[src/co_front_pkg.sv]
// Constants and types for the gas sensor alarm and UART front end
package co_front_pkg;

    // =====================================================================
    // Timing
    localparam int CLK_HZ = 200_000_000;
    localparam int BAUD_BPS = 9600;
    localparam int SAMPLE_PERIOD_MS = 1000;
    localparam int SEC_CYCLES = (CLK_HZ / 1000) * SAMPLE_PERIOD_MS;
    localparam int BIT_CYCLES = CLK_HZ / BAUD_BPS;
    localparam int PREHEAT_S = 120;
    localparam int DEBOUNCE_S = 5;

    // =====================================================================
    // Defaults and limits
    localparam logic [15:0] ALARM_PPM_DEF = 16'h00b4;
    localparam logic [7:0] EXIT_PPM_DEF = 8'h37;
    localparam logic [11:0] RAW_FLOOR = 12'h000;
    localparam logic [11:0] RAW_CEIL = 12'hfff;

    // =====================================================================
    // Frame layout
    localparam int FRAME_LEN = 32;
    localparam logic [4:0] IDX_LAST = 5'h1f;
    localparam logic [7:0] HDR_0 = 8'haa;
    localparam logic [7:0] HDR_1 = 8'h20;
    localparam logic [7:0] HDR_2 = 8'h21;
    localparam logic [7:0] HDR_3 = 8'h01;
    localparam logic [7:0] HDR_4 = 8'hac;
    localparam logic [7:0] CAL_OK = 8'hac;
    localparam int BIT_DONE = 0;
    localparam int BIT_FAULT = 6;
    localparam int BIT_ALARM = 7;

    // =====================================================================
    // Command opcodes: opcode, high byte, low byte
    localparam logic [7:0] OP_SET_ALARM = 8'h01;
    localparam logic [7:0] OP_SET_PREHEAT = 8'h02;
    localparam logic [7:0] OP_SET_EXIT = 8'h03;
    localparam logic [7:0] OP_QUERY = 8'h04;
    localparam logic [7:0] OP_AUTO = 8'h05;
    localparam logic [1:0] CMD_LAST = 2'd2;

    typedef struct packed {
        logic [11:0] raw;
        logic [15:0] ppm;
    } sample_type;

    typedef enum logic [6:0] {
        SQ_INIT = 7'b0000001,
        SQ_PREHEAT = 7'b0000010,
        SQ_STATUS = 7'b0000100,
        SQ_SAMPLE = 7'b0001000,
        SQ_FAULT = 7'b0010000,
        SQ_ALARM = 7'b0100000,
        SQ_WAIT = 7'b1000000
    } seq_type;

    typedef enum logic [3:0] {
        RX_IDLE = 4'b0001,
        RX_START = 4'b0010,
        RX_DATA = 4'b0100,
        RX_STOP = 4'b1000
    } rx_state_type;

endpackage

[src/co_front.sv]
// Gas sensor digital front: preheat, measurement loop, alarm pin, UART frames
`timescale 1ns/1ps
`default_nettype none
module co_front #(
    parameter int SEC_CYCLES = co_front_pkg::SEC_CYCLES,
    parameter int BIT_CYCLES = co_front_pkg::BIT_CYCLES,
    parameter logic [15:0] FW_VERSION = 16'h0100 // arbitrary value
) (
    // Clock and reset
    input wire logic clk_sys,
    input wire logic srst,
    // Converter side
    input wire co_front_pkg::sample_type sample_in,
    // Serial pins
    input wire logic rx_pin,
    output logic tx_pin,
    // Alarm pin and data outputs
    output logic alarm_level,
    output co_front_pkg::sample_type sample_out,
    output logic fault_flag,
    output logic warm_done
);

    // =====================================================================
    // Second timebase
    logic [31:0] sec_cnt_ff;
    logic sec_tick_ff;
    always_ff @(posedge clk_sys) begin
        if (srst || sec_cnt_ff == 32'(SEC_CYCLES - 1)) begin
            sec_cnt_ff <= '0;
        end else begin
            sec_cnt_ff <= sec_cnt_ff + 32'd1;
        end
        sec_tick_ff <= !srst && sec_cnt_ff == 32'(SEC_CYCLES - 1);
    end

    // =====================================================================
    // Configuration from host commands
    logic [15:0] alarm_thr_ff;
    logic [7:0] exit_ppm_ff;
    logic [15:0] preheat_cfg_ff;
    logic auto_en_ff;
    logic cmd_done;
    logic [7:0] cmd_op_ff;
    logic [7:0] cmd_hi_ff;
    logic [7:0] rx_byte_ff;
    always_ff @(posedge clk_sys) begin
        if (srst) begin
            alarm_thr_ff <= co_front_pkg::ALARM_PPM_DEF;
            exit_ppm_ff <= co_front_pkg::EXIT_PPM_DEF;
            preheat_cfg_ff <= 16'(co_front_pkg::PREHEAT_S);
            auto_en_ff <= 1'b1;
        end else if (cmd_done) begin
            case (cmd_op_ff)
                co_front_pkg::OP_SET_ALARM: alarm_thr_ff <= {cmd_hi_ff, rx_byte_ff};
                co_front_pkg::OP_SET_EXIT: exit_ppm_ff <= rx_byte_ff;
                co_front_pkg::OP_SET_PREHEAT: preheat_cfg_ff <= {cmd_hi_ff, rx_byte_ff};
                co_front_pkg::OP_AUTO: auto_en_ff <= rx_byte_ff[0];
                default: ;
            endcase
        end
    end

    // =====================================================================
    // Measurement sequencer
    co_front_pkg::seq_type seq_ff;
    logic [15:0] warm_left_ff;
    logic [2:0] deb_cnt_ff;
    logic auto_req;
    logic [11:0] ref_raw_ff;
    logic ref_seen_ff;
    always_ff @(posedge clk_sys) begin
        if (srst) begin
            seq_ff <= co_front_pkg::SQ_INIT;
        end else begin
            case (seq_ff)
                co_front_pkg::SQ_INIT: seq_ff <= co_front_pkg::SQ_PREHEAT;
                co_front_pkg::SQ_PREHEAT: begin
                    if (warm_left_ff == 16'h0000) begin
                        seq_ff <= co_front_pkg::SQ_STATUS;
                    end
                end
                co_front_pkg::SQ_STATUS: seq_ff <= co_front_pkg::SQ_SAMPLE;
                co_front_pkg::SQ_SAMPLE: seq_ff <= co_front_pkg::SQ_FAULT;
                co_front_pkg::SQ_FAULT: seq_ff <= co_front_pkg::SQ_ALARM;
                co_front_pkg::SQ_ALARM: seq_ff <= co_front_pkg::SQ_WAIT;
                co_front_pkg::SQ_WAIT: begin
                    if (sec_tick_ff) begin
                        seq_ff <= co_front_pkg::SQ_STATUS;
                    end
                end
                default: seq_ff <= co_front_pkg::SQ_INIT;
            endcase
        end
    end

    // Preheat countdown; a new preheat time restarts a running preheat
    always_ff @(posedge clk_sys) begin
        if (srst) begin
            warm_left_ff <= '0;
            warm_done <= 1'b0;
        end else if (seq_ff == co_front_pkg::SQ_INIT) begin
            warm_left_ff <= preheat_cfg_ff;
        end else if (seq_ff == co_front_pkg::SQ_PREHEAT) begin
            if (cmd_done && cmd_op_ff == co_front_pkg::OP_SET_PREHEAT) begin
                warm_left_ff <= {cmd_hi_ff, rx_byte_ff};
            end else if (sec_tick_ff && warm_left_ff != 16'h0000) begin
                warm_left_ff <= warm_left_ff - 16'd1;
            end
            warm_done <= warm_left_ff == 16'h0000;
        end
    end

    always_ff @(posedge clk_sys) begin
        if (srst) begin
            sample_out <= '0;
            ref_raw_ff <= '0;
            ref_seen_ff <= 1'b0;
        end else if (seq_ff == co_front_pkg::SQ_SAMPLE) begin
            sample_out <= sample_in;
            if (!ref_seen_ff) begin
                ref_raw_ff <= sample_in.raw;
                ref_seen_ff <= 1'b1;
            end
        end
    end

    // A stuck converter at either rail reads as a sensor fault
    always_ff @(posedge clk_sys) begin
        if (srst) begin
            fault_flag <= 1'b0;
        end else if (seq_ff == co_front_pkg::SQ_FAULT) begin
            fault_flag <= sample_out.raw == co_front_pkg::RAW_FLOOR || sample_out.raw == co_front_pkg::RAW_CEIL;
        end
    end

    always_ff @(posedge clk_sys) begin
        if (srst) begin
            alarm_level <= 1'b0;
            deb_cnt_ff <= '0;
        end else if (seq_ff == co_front_pkg::SQ_ALARM) begin
            if (!alarm_level) begin
                if (sample_out.ppm >= alarm_thr_ff) begin
                    deb_cnt_ff <= deb_cnt_ff + 3'd1;
                    if (deb_cnt_ff == 3'(co_front_pkg::DEBOUNCE_S - 1)) begin
                        alarm_level <= 1'b1;
                        deb_cnt_ff <= '0;
                    end
                end else begin
                    deb_cnt_ff <= '0;
                end
            end else if (sample_out.ppm <= {8'h00, exit_ppm_ff}) begin
                deb_cnt_ff <= deb_cnt_ff + 3'd1;
                if (deb_cnt_ff == 3'(co_front_pkg::DEBOUNCE_S - 1)) begin
                    alarm_level <= 1'b0;
                    deb_cnt_ff <= '0;
                end
            end else begin
                deb_cnt_ff <= '0;
            end
        end else if (seq_ff == co_front_pkg::SQ_PREHEAT || seq_ff == co_front_pkg::SQ_INIT) begin
            alarm_level <= 1'b0;
            deb_cnt_ff <= '0;
        end
    end

    // =====================================================================
    // Frame generator
    logic frame_pend_ff;
    logic gen_busy_ff;
    logic [4:0] gen_idx_ff;
    logic [7:0] gen_sum_ff;
    logic [7:0] gen_byte;
    logic gen_push;
    logic buf_ready;
    logic query_done;
    assign auto_req = seq_ff == co_front_pkg::SQ_STATUS && auto_en_ff;
    assign query_done = cmd_done && cmd_op_ff == co_front_pkg::OP_QUERY;
    assign gen_push = gen_busy_ff && buf_ready;

    always_ff @(posedge clk_sys) begin
        if (srst) begin
            frame_pend_ff <= 1'b0;
        end else if (auto_req || query_done) begin
            frame_pend_ff <= 1'b1;
        end else if (!gen_busy_ff) begin
            frame_pend_ff <= 1'b0;
        end
    end

    always_ff @(posedge clk_sys) begin
        if (srst) begin
            gen_busy_ff <= 1'b0;
            gen_idx_ff <= '0;
            gen_sum_ff <= '0;
        end else if (!gen_busy_ff) begin
            gen_busy_ff <= frame_pend_ff;
            gen_idx_ff <= '0;
            gen_sum_ff <= '0;
        end else if (gen_push) begin
            gen_sum_ff <= gen_sum_ff + gen_byte;
            gen_idx_ff <= gen_idx_ff + 5'd1;
            gen_busy_ff <= gen_idx_ff != co_front_pkg::IDX_LAST;
        end
    end

    always_comb begin
        case (gen_idx_ff)
            5'd0: gen_byte = co_front_pkg::HDR_0;
            5'd1: gen_byte = co_front_pkg::HDR_1;
            5'd2: gen_byte = co_front_pkg::HDR_2;
            5'd3: gen_byte = co_front_pkg::HDR_3;
            5'd4: gen_byte = co_front_pkg::HDR_4;
            5'd5: gen_byte = {4'h0, sample_out.raw[11:8]};
            5'd6: gen_byte = sample_out.raw[7:0];
            5'd7: gen_byte = {4'h0, ref_raw_ff[11:8]};
            5'd8: gen_byte = ref_raw_ff[7:0];
            5'd9: gen_byte = sample_out.ppm[15:8];
            5'd10: gen_byte = sample_out.ppm[7:0];
            5'd12: gen_byte = {7'h00, warm_done};
            5'd13: gen_byte = {alarm_level, fault_flag, 6'h00};
            5'd14: gen_byte = warm_left_ff[7:0];
            5'd20: gen_byte = co_front_pkg::CAL_OK;
            5'd21: gen_byte = alarm_thr_ff[15:8];
            5'd22: gen_byte = alarm_thr_ff[7:0];
            5'd23: gen_byte = exit_ppm_ff;
            5'd29: gen_byte = FW_VERSION[15:8];
            5'd30: gen_byte = FW_VERSION[7:0];
            co_front_pkg::IDX_LAST: gen_byte = 8'h00 - gen_sum_ff;
            default: gen_byte = 8'h00;
        endcase
    end

    // =====================================================================
    // Two-entry buffer between generator and transmitter
    logic [7:0] buf_mem [2];
    logic buf_wp_ff;
    logic buf_rp_ff;
    logic [1:0] buf_cnt_ff;
    logic buf_pop;
    assign buf_ready = buf_cnt_ff != 2'd2;
    always_ff @(posedge clk_sys) begin
        if (srst) begin
            buf_wp_ff <= 1'b0;
            buf_rp_ff <= 1'b0;
            buf_cnt_ff <= '0;
        end else begin
            if (gen_push) begin
                buf_mem[buf_wp_ff] <= gen_byte;
                buf_wp_ff <= !buf_wp_ff;
            end
            if (buf_pop) begin
                buf_rp_ff <= !buf_rp_ff;
            end
            buf_cnt_ff <= buf_cnt_ff + {1'b0, gen_push} - {1'b0, buf_pop};
        end
    end

    // =====================================================================
    // Transmitter
    logic tx_busy_ff;
    logic [9:0] tx_shift_ff;
    logic [3:0] tx_bits_ff;
    logic [31:0] tx_cnt_ff;
    assign buf_pop = !tx_busy_ff && buf_cnt_ff != 2'd0;
    always_ff @(posedge clk_sys) begin
        if (srst) begin
            tx_pin <= 1'b1;
            tx_busy_ff <= 1'b0;
            tx_shift_ff <= '1;
            tx_bits_ff <= '0;
            tx_cnt_ff <= '0;
        end else if (buf_pop) begin
            tx_pin <= 1'b0;
            // Data in the low byte, stop bit above it; ones shift in behind
            tx_shift_ff <= {2'b01, buf_mem[buf_rp_ff]};
            tx_busy_ff <= 1'b1;
            tx_bits_ff <= '0;
            tx_cnt_ff <= '0;
        end else if (tx_busy_ff) begin
            if (tx_cnt_ff == 32'(BIT_CYCLES - 1)) begin
                tx_cnt_ff <= '0;
                tx_bits_ff <= tx_bits_ff + 4'd1;
                tx_pin <= tx_bits_ff == 4'd9 ? 1'b1 : tx_shift_ff[0];
                tx_shift_ff <= {1'b1, tx_shift_ff[9:1]};
                tx_busy_ff <= tx_bits_ff != 4'd9;
            end else begin
                tx_cnt_ff <= tx_cnt_ff + 32'd1;
            end
        end
    end

    // =====================================================================
    // Receiver and command parser
    logic rx_s1_ff;
    logic rx_s2_ff;
    logic rx_s3_ff;
    co_front_pkg::rx_state_type rx_st_ff;
    logic [31:0] rx_cnt_ff;
    logic [2:0] rx_bit_ff;
    logic rx_got_ff;
    logic [1:0] cmd_idx_ff;
    always_ff @(posedge clk_sys) begin
        if (srst) begin
            rx_s1_ff <= 1'b1;
            rx_s2_ff <= 1'b1;
            rx_s3_ff <= 1'b1;
        end else begin
            rx_s1_ff <= rx_pin;
            rx_s2_ff <= rx_s1_ff;
            rx_s3_ff <= rx_s2_ff;
        end
    end

    always_ff @(posedge clk_sys) begin
        rx_got_ff <= 1'b0;
        if (srst) begin
            rx_st_ff <= co_front_pkg::RX_IDLE;
            rx_cnt_ff <= '0;
            rx_bit_ff <= '0;
            rx_byte_ff <= '0;
        end else begin
            rx_cnt_ff <= rx_cnt_ff + 32'd1;
            case (rx_st_ff)
                co_front_pkg::RX_IDLE: begin
                    rx_cnt_ff <= '0;
                    if (rx_s3_ff && !rx_s2_ff) begin
                        rx_st_ff <= co_front_pkg::RX_START;
                    end
                end
                co_front_pkg::RX_START: begin
                    if (rx_cnt_ff == 32'(BIT_CYCLES / 2)) begin
                        rx_cnt_ff <= '0;
                        rx_bit_ff <= '0;
                        rx_st_ff <= rx_s2_ff ? co_front_pkg::RX_IDLE : co_front_pkg::RX_DATA;
                    end
                end
                co_front_pkg::RX_DATA: begin
                    if (rx_cnt_ff == 32'(BIT_CYCLES - 1)) begin
                        rx_cnt_ff <= '0;
                        rx_byte_ff <= {rx_s2_ff, rx_byte_ff[7:1]};
                        rx_bit_ff <= rx_bit_ff + 3'd1;
                        if (rx_bit_ff == 3'd7) begin
                            rx_st_ff <= co_front_pkg::RX_STOP;
                        end
                    end
                end
                co_front_pkg::RX_STOP: begin
                    if (rx_cnt_ff == 32'(BIT_CYCLES - 1)) begin
                        rx_got_ff <= rx_s2_ff;
                        rx_st_ff <= co_front_pkg::RX_IDLE;
                    end
                end
                default: rx_st_ff <= co_front_pkg::RX_IDLE;
            endcase
        end
    end

    assign cmd_done = rx_got_ff && cmd_idx_ff == co_front_pkg::CMD_LAST;
    always_ff @(posedge clk_sys) begin
        if (srst) begin
            cmd_idx_ff <= '0;
            cmd_op_ff <= '0;
            cmd_hi_ff <= '0;
        end else if (rx_got_ff) begin
            if (cmd_idx_ff == 2'd0) begin
                cmd_op_ff <= rx_byte_ff;
            end
            if (cmd_idx_ff == 2'd1) begin
                cmd_hi_ff <= rx_byte_ff;
            end
            cmd_idx_ff <= cmd_done ? 2'd0 : cmd_idx_ff + 2'd1;
        end
    end
endmodule // co_front
`default_nettype wire

[config.mk]
export PLATFORM = sky130hd
export DESIGN_NAME = co_front
export DESIGN_NICKNAME = d
export VERILOG_FILES = /design/src/co_front_pkg.sv /design/src/co_front.sv
export SDC_FILE = /design/constraint.sdc
export NUM_CORES = 1
export LEC_CHECK = 0
export BUFFER_PORTS_ARGS = -buffer_cell sky130_fd_sc_hd__clkbuf_2
export CAP_MARGIN = 20
export CORE_AREA = 2 2 135 203
export CTS_CLUSTER_SIZE = 16
export DETAILED_ROUTE_END_ITERATION = 16
export DIE_AREA = 0 0 137 205
export GPL_TIMING_DRIVEN = 0
export PLACE_DENSITY = 0.68
export SYNTH_ARGS = -nofsm -noshare
export SYNTH_HDL_FRONTEND = slang
export SYNTH_SLANG_ARGS = --single-unit
[constraint.sdc]
create_clock -name clk_sys -period 3.8 [get_ports clk_sys]
set_input_delay 0.19 -clock clk_sys [delete_from_list [all_inputs] [get_ports clk_sys]]
set_output_delay 0.19 -clock clk_sys [all_outputs]
set_load 0.01 [all_outputs]
==> qor.yml, run 1 <==
status:
  status: "complete, no violations"
placement:
  place_congestion: 0.957
  place_area_um2: 15100
  dp_cells: 2078
  dp_hpwl_mm: 28.7
  numPortBuffers: 62
  post-place-ws_ps: -177
sta:
  maxSlewHeadroom: 0.413
  finalSetupViolCount: 0
  drv_slew: 0
  setup_tns_ps: 0
  fmax_mhz: 276
  min_period_ps: 3630
  period_share: 0.954
  skew_ps: 14.2
  fin_ws_ps: 175
  rsz0062_at_grt: "no"
  hold_viol_final: 0
  worstMarginPinSlew_ps: 881
power_and_ir_drop:
  power_density_nw_per_um2: 472
  p_total_uw: 7770
  ir_drop_mv: 0.408
  power.leakage_uw: 0.00610
setup_path:
  cp.required_ps: 4280
  start_kind: "flop"
  cp_slowest_cell: "dfxtp_1"
  crit_path_end_kind: "flop"
  path_max_fanout: 10
  cpPeakStageDelay_ps: 400
  critPathArrivalTime_ps: 4110
  crit_type: "flop to flop"
  crit_chain: "clkbuf_2 -> nor2b_1 -> nand2_1 -> nor2_1 -> a22oi_1 -> and3_2 -> inv_1 -> ha_1 -> a21oi_2 -> o221ai_2 -> o41ai_4 -> nor4b_1 -> or3_1 -> a21oi_1"
grt:
  grt-ovfl-total: 0
  grt_pass1_wl_mm: 62.3
  antenna_found_initial: 0
  grtUsageTotal: 0.278
  first_global_vias: 12200
  grt_max_degree: 15
synthesis:
  synth.avg_cell_area_um2: 8.55
  syn_inst: 1679
  synthSimpleGateAreaFrac: 0.246
  synth-edff-count: 16
  synthArstFlopShare: 0
  synthFlopType: "dfxtp_1"
  synth_top_family_by_area: "simple AND/OR/NAND/NOR gates"
  yosysSeqAreaShare: 0.425
  yosysWarnings: 0
  synthAdderAreaFrac: 0.0458
  synth_mux_area_frac: 0.0343
  syn_area_um2: 14400
  ys_seq_elements: 297
  synthesis.nets: 1762
  synth_compound_area_frac: 0.136
  synth-xor-area-share: 0.0720
  synthDistinctLibCells: 82
clock_network:
  cts-htree-levels: 1
  insertion_delay_ps: 570
  post-cts-setup-buffers: 0
  clock-sinks: 297
  cts_tree: "built"
  clock_path_buffers: 3
  cts-buffers-inserted: 30
  cts_root_buf: "clkbuf_16"
  clk_pin_slew_ps: 60
die:
  die_width_um: 137
  core_um2: 26300
  start_util: 0.546
  io-pin-count: 63
  fp-row-count: 73
  die_y_um: 205
  die_area_um2: 28100
route:
  dr_total_vias: 12500
  drc: 0
  wl_mm: 38.9
  viasPerCell: 5.78
  drt_iter0_markers: 771
  drtPass1Iterations: 5
  drtAntennaViolNets: 0
  avgRoutedWirePerCell_um: 18.0
job:
  drv_cap: 0
finish:
  nNetsFinal: 1885
  final_cells: 2162
  drive_gt1_frac: 0.0970
  design_area_um2: 16500
  diodes: 0
  areaGrowthSynthToFinish_pct: 14.6
min_path:
  hold_class: "input pin to flop"
what timing repair did:
item | 4_1_cts | 5_1_grt
cloned | 0 | 0
hold buffers | 29 | 0
endpoints found under the hold margin | 41 | 0
setup endpoints to repair | 3 | 3
resized for setup | 4 | 25
pin swaps | 0 | 1
power by group:
part / switching (µW) / total, µW / internal (µW)
clock: 1240 / 3010 / 1770
combinational: 770 / 1300 / 530
sequential: 167 / 3460 / 3300
cells in the final DEF (no fill, tap or decap), drive strengths merged, types with 39 or more instances in the layout:
cell type / instances
ha: 51
nand3: 69
xor2: 79
nand4: 39
nor3: 40
xnor2: 39
clkbuf: 176
inv: 63
o21ai: 46
a21oi: 116
mux2i: 47
nor2: 225
nand2: 195
dfxtp: 281
sequential cells by signal, indices dropped and copies added, names as in the netlist, 7 cells and up, named ones only:
register	flops
alarm_thr_ff	16
buf_mem	16
cmd_hi_ff	8
cmd_op_ff	8
exit_ppm_ff	8
gen_sum_ff	8
preheat_cfg_ff	16
ref_raw_ff	12
rx_byte_ff	8
rx_cnt_ff	32
sample_out	28
sec_cnt_ff	32
seq_ff	7
tx_cnt_ff	32
tx_shift_ff	10
warm_left_ff	16
cells in the mapped netlist, drive strengths merged (16+ instances only):
cell type / n / area (µm²)
xor2: 79 / 692
nand3: 69 / 345
nor3: 40 / 215
nor2: 225 / 845
a211oi: 26 / 230
a21oi: 116 / 592
nand2: 195 / 732
clkbuf: 74 / 283
xnor2: 39 / 342
inv: 63 / 236
ha: 51 / 638
mux2i: 47 / 470
o21ai: 46 / 230
nor4: 19 / 138
or3: 17 / 111
edfxtp: 16 / 480
and3: 19 / 119
nand4: 39 / 244
dfxtp: 281 / 5630
stage by stage:
step	utilization	hold WS (ps)
after floorplan	-	294
after global placement	0.574	377
after detailed placement	0.574	382
after CTS	0.624	171
after global routing	0.626	215
final	0.626	211
logic make-up (layout without fill, tap and decap cells):
| family | Yosys count | after routing |
|---|---|---|
| adder cells (fa/ha/maj) | 52 | 52 |
| flip-flops | 297 | 297 |
| XOR/XNOR | 118 | 118 |
| buffers and inverters | 147 | 293 |
| AND/OR/NAND/NOR | 723 | 723 |
| AO/OA/AOI/OAI | 293 | 293 |
| multiplexers | 49 | 49 |
worst paths after layout:
check                                    from       endpoint  slack (ps)  cells past startpoint
worst max register to register  gen_idx_ff[2]  gen_sum_ff[7]         170                     14
worst min register to register       rx_s1_ff       rx_s2_ff         410                      1
worst min-delay path                     srst  gen_sum_ff[3]         210                      4
worst max-delay path            gen_idx_ff[2]  gen_sum_ff[7]         170                     14
final cells by class:
cell class	instances	area, µm²
Buffer	83	358
Clock buffer	40	850
Clock inverter	15	159
Fill cell	2322	9840
Inverter	63	236
Multi-Input combinational cell	1235	7720
Sequential cell	297	6110
Tap cell	337	422
Timing Repair Buffer	92	606
routing by layer:
| metal | vias to the layer above | part of all wire | GRT usage |
|---|---|---|---|
| met4 | 0 | 0.052 | 0.142 |
| met2 | 313 | 0.50 | 0.491 |
| met5 | - | 0 | 0 |
| met3 | 107 | 0.048 | 0.0453 |
| li1 | 6144 | - | - |
| met1 | 5936 | 0.40 | 0.320 |
critical path, delay by kind of cell, from the launching register on:
kind	cells	cell delay, ps
buffers and inverters	2	370
AND/OR/NAND/NOR	6	1540
AO/OA/AOI/OAI	5	980
flip-flops	1	400
adder cells (fa/ha/maj)	1	250
No activity file was read; power rests on OpenSTA's default activity.
==> inputs of run 2 (changes only) <==
--- a/config.mk
+++ b/config.mk
@@ -11,8 +11,10 @@
 export CTS_CLUSTER_SIZE = 16
 export DETAILED_ROUTE_END_ITERATION = 16
 export DIE_AREA = 0 0 137 205
+export GPL_ROUTABILITY_DRIVEN = 1
 export GPL_TIMING_DRIVEN = 0
 export PLACE_DENSITY = 0.68
+export REMOVE_ABC_BUFFERS = 1
 export SYNTH_ARGS = -nofsm -noshare
 export SYNTH_HDL_FRONTEND = slang
 export SYNTH_SLANG_ARGS = --single-unit
==> run 2 against run 1 <==
Highest routed layer unchanged. Fmax grew 3.3%. Via count shrank 3.3%. Flip-flop and latch count is the same. Largest power group unchanged. Global-route usage shrank 2.2 points. Sequential power grew 1%. Routed wire length shrank 7.5%. Combinational power shrank 9%.
==> qor.yml, run 2 (synthesis gave the netlist of run 1 again) <==
clock_network:
  cts_tree: "built"
  cts_root_buf: "clkbuf_16"
  cts-buffers-inserted: 30  # unchanged
  clock_path_buffers: 3  # unchanged
  clk_pin_slew_ps: 60  # about the same
  clock-sinks: 297  # unchanged
  cts-htree-levels: 1  # unchanged
  insertion_delay_ps: 570  # about the same
placement:
  dp_cells: 2005  # -3.5%
  place_area_um2: 14900  # -1.0%
  place_congestion: 0.927  # -3.2%
  numPortBuffers: 62  # unchanged
  dp_hpwl_mm: 25.4  # -11%
die:
  die_y_um: 205  # unchanged
  fp-row-count: 73  # unchanged
  io-pin-count: 63  # unchanged
  die_width_um: 137  # unchanged
  die_area_um2: 28100  # unchanged
  start_util: 0.546  # unchanged
  core_um2: 26300  # unchanged
min_path:
  min_path_cells: 2  # -2
  hold_class: "input pin to flop"
  holdCritStartpoint: "srst"
sta:
  drv_slew: 0  # unchanged
  setup_tns_ps: 0  # unchanged
  period_share: 0.923  # -0.0305
  min_period_ps: 3510  # -116 ps
  finalSetupViolCount: 0  # unchanged
  skew_ps: 18.0  # +3.80 ps
  fmax_mhz: 285  # +3.3%
  hold_viol_final: 0  # unchanged
  maxSlewHeadroom: 0.317  # -0.0958
  rsz0062_at_grt: "no"
  worstMarginPinSlew_ps: 1020  # +144 ps
finish:
  final_common_cell: "dfxtp_1"
  layout_common_cells: "dfxtp_1, nor2_1, nand2_1"
  multiInputGateArea_um2: 7760  # +0.52%
  design_area_um2: 16300  # -0.81%
  regArea_um2: 6110  # about the same
  nNetsFinal: 1814  # -3.8%
  drive_gt1_frac: 0.101  # +0.00398
  final_cells: 2090  # -3.3%
  fillers: 2329  # +0.30%
  areaGrowthSynthToFinish_pct: 13.7
  diodes: 0  # unchanged
  top_regs: "rx_cnt_ff (32), sec_cnt_ff (32), tx_cnt_ff (32)"
grt:
  grt_pass1_wl_mm: 57.6  # -7.4%
  first_global_vias: 11600  # -4.9%
  grtUsageTotal: 0.256  # -0.0222
  grt-ovfl-total: 0  # unchanged
  grt_max_degree: 120  # +105
  antenna_found_initial: 0  # unchanged
setup_path:
  crit_path_end_kind: "flop"
  startpoint: "gen_idx_ff[0]"
  critPathArrivalTime_ps: 4000  # -110 ps
  path_max_fanout: 16  # +6
  start_kind: "flop"
  rr_worst_depth: 14  # unchanged
  r2r_start: "gen_idx_ff[0]"
  crit_type: "flop to flop"
  cp.required_ps: 4290  # about the same
route:
  wl_mm: 36.0  # -7.5%
  drtPass1Iterations: 5  # unchanged
  dr_total_vias: 12100  # -3.3%
  drtAntennaViolNets: 0  # unchanged
  drc: 0  # unchanged
  avgRoutedWirePerCell_um: 17.2  # -4.3%
  drt_iter0_markers: 678  # -12%
  viasPerCell: 5.78  # about the same
power_and_ir_drop:
  power.leakage_uw: 0.00605  # -0.83%
  power_density_nw_per_um2: 472  # about the same
  clockPowerShare: 0.393  # +0.006
  switching_share: 0.276  # -0.00419
  ir_drop_mv: 0.447  # +9.5%
  p_total_uw: 7700  # -0.85%
  switching_power_uw: 2120  # -2.3%
  comb_power_share: 0.153  # -0.014
  power.internal_uw: 5580  # -0.27%
  seqPwrFrac: 0.454  # +0.008
job:
  drv_cap: 0  # unchanged
status:
  status: "complete, no violations"
## run 2: worst paths after layout
path,end,slack (ps)
setup / recovery,gen_sum_ff[7],290
hold / removal,rx_bit_ff[2],50
setup reg to reg,gen_sum_ff[7],290
hold reg to reg,rx_s2_ff,410
## run 2: metrics by stage
step	util	hold slack (ps)	worst slack, ps
6_report	0.621	51.9	291
5_1_grt	0.621	70.5	38.2
4_1_cts	0.618	40.0	23.5
3_5_place_dp	0.568	387	-540
3_3_place_gp	0.560	392	-945
2_1_floorplan	-	255	324
## run 2: final cells by class
cell class / instances / area share
inverter: 63 / 0.0145
clock inverter: 11 / 0.00812
tap: 337 / 0.0258
timing repair buffer: 104 / 0.0480
clock buffer: 43 / 0.0540
multi-input combinational: 1235 / 0.475
sequential: 297 / 0.374
## run 2: power groups by stage
| stage | combinational [µW] | sequential, µW | clock (µW) |
|---|---|---|---|
| floorplan | 864 | 3490 | 0 |
| global placement | 1110 | 3560 | 0 |
| detailed placement | 1150 | 3560 | 0 |
| CTS | 1180 | 3500 | 3090 |
| global route | 1310 | 3520 | 3210 |
| finish | 1180 | 3500 | 3030 |
## run 2: critical path, stage by stage (launching register included)
cell and delay, ps:
dfxtp_1 410, inv_1 140, ha_4 250, nor4bb_4 170, buf_4 180, a222oi_1 340
nand4_1 150, a21o_1 250, ha_1 220, a21oi_1 200, o221ai_1 230, o41ai_2 300
nor4b_1 110, or3_1 360, a21oi_1 120
## run 2: metal layers
metal	part of all wire	track usage	wire [µm]
met5	0	0	0
met4	0.044	0.122	1590
met1	0.39	0.274	14000
met3	0.033	0.0319	1180
met2	0.53	0.486	19200
## run 2: timing repair
action,in CTS,in global routing
resized for setup,5,13
setup buffers,0,1
hold buffers,29,0
pin swaps,0,0
endpoints found under the setup margin,4,3
endpoints found under the hold margin,41,0
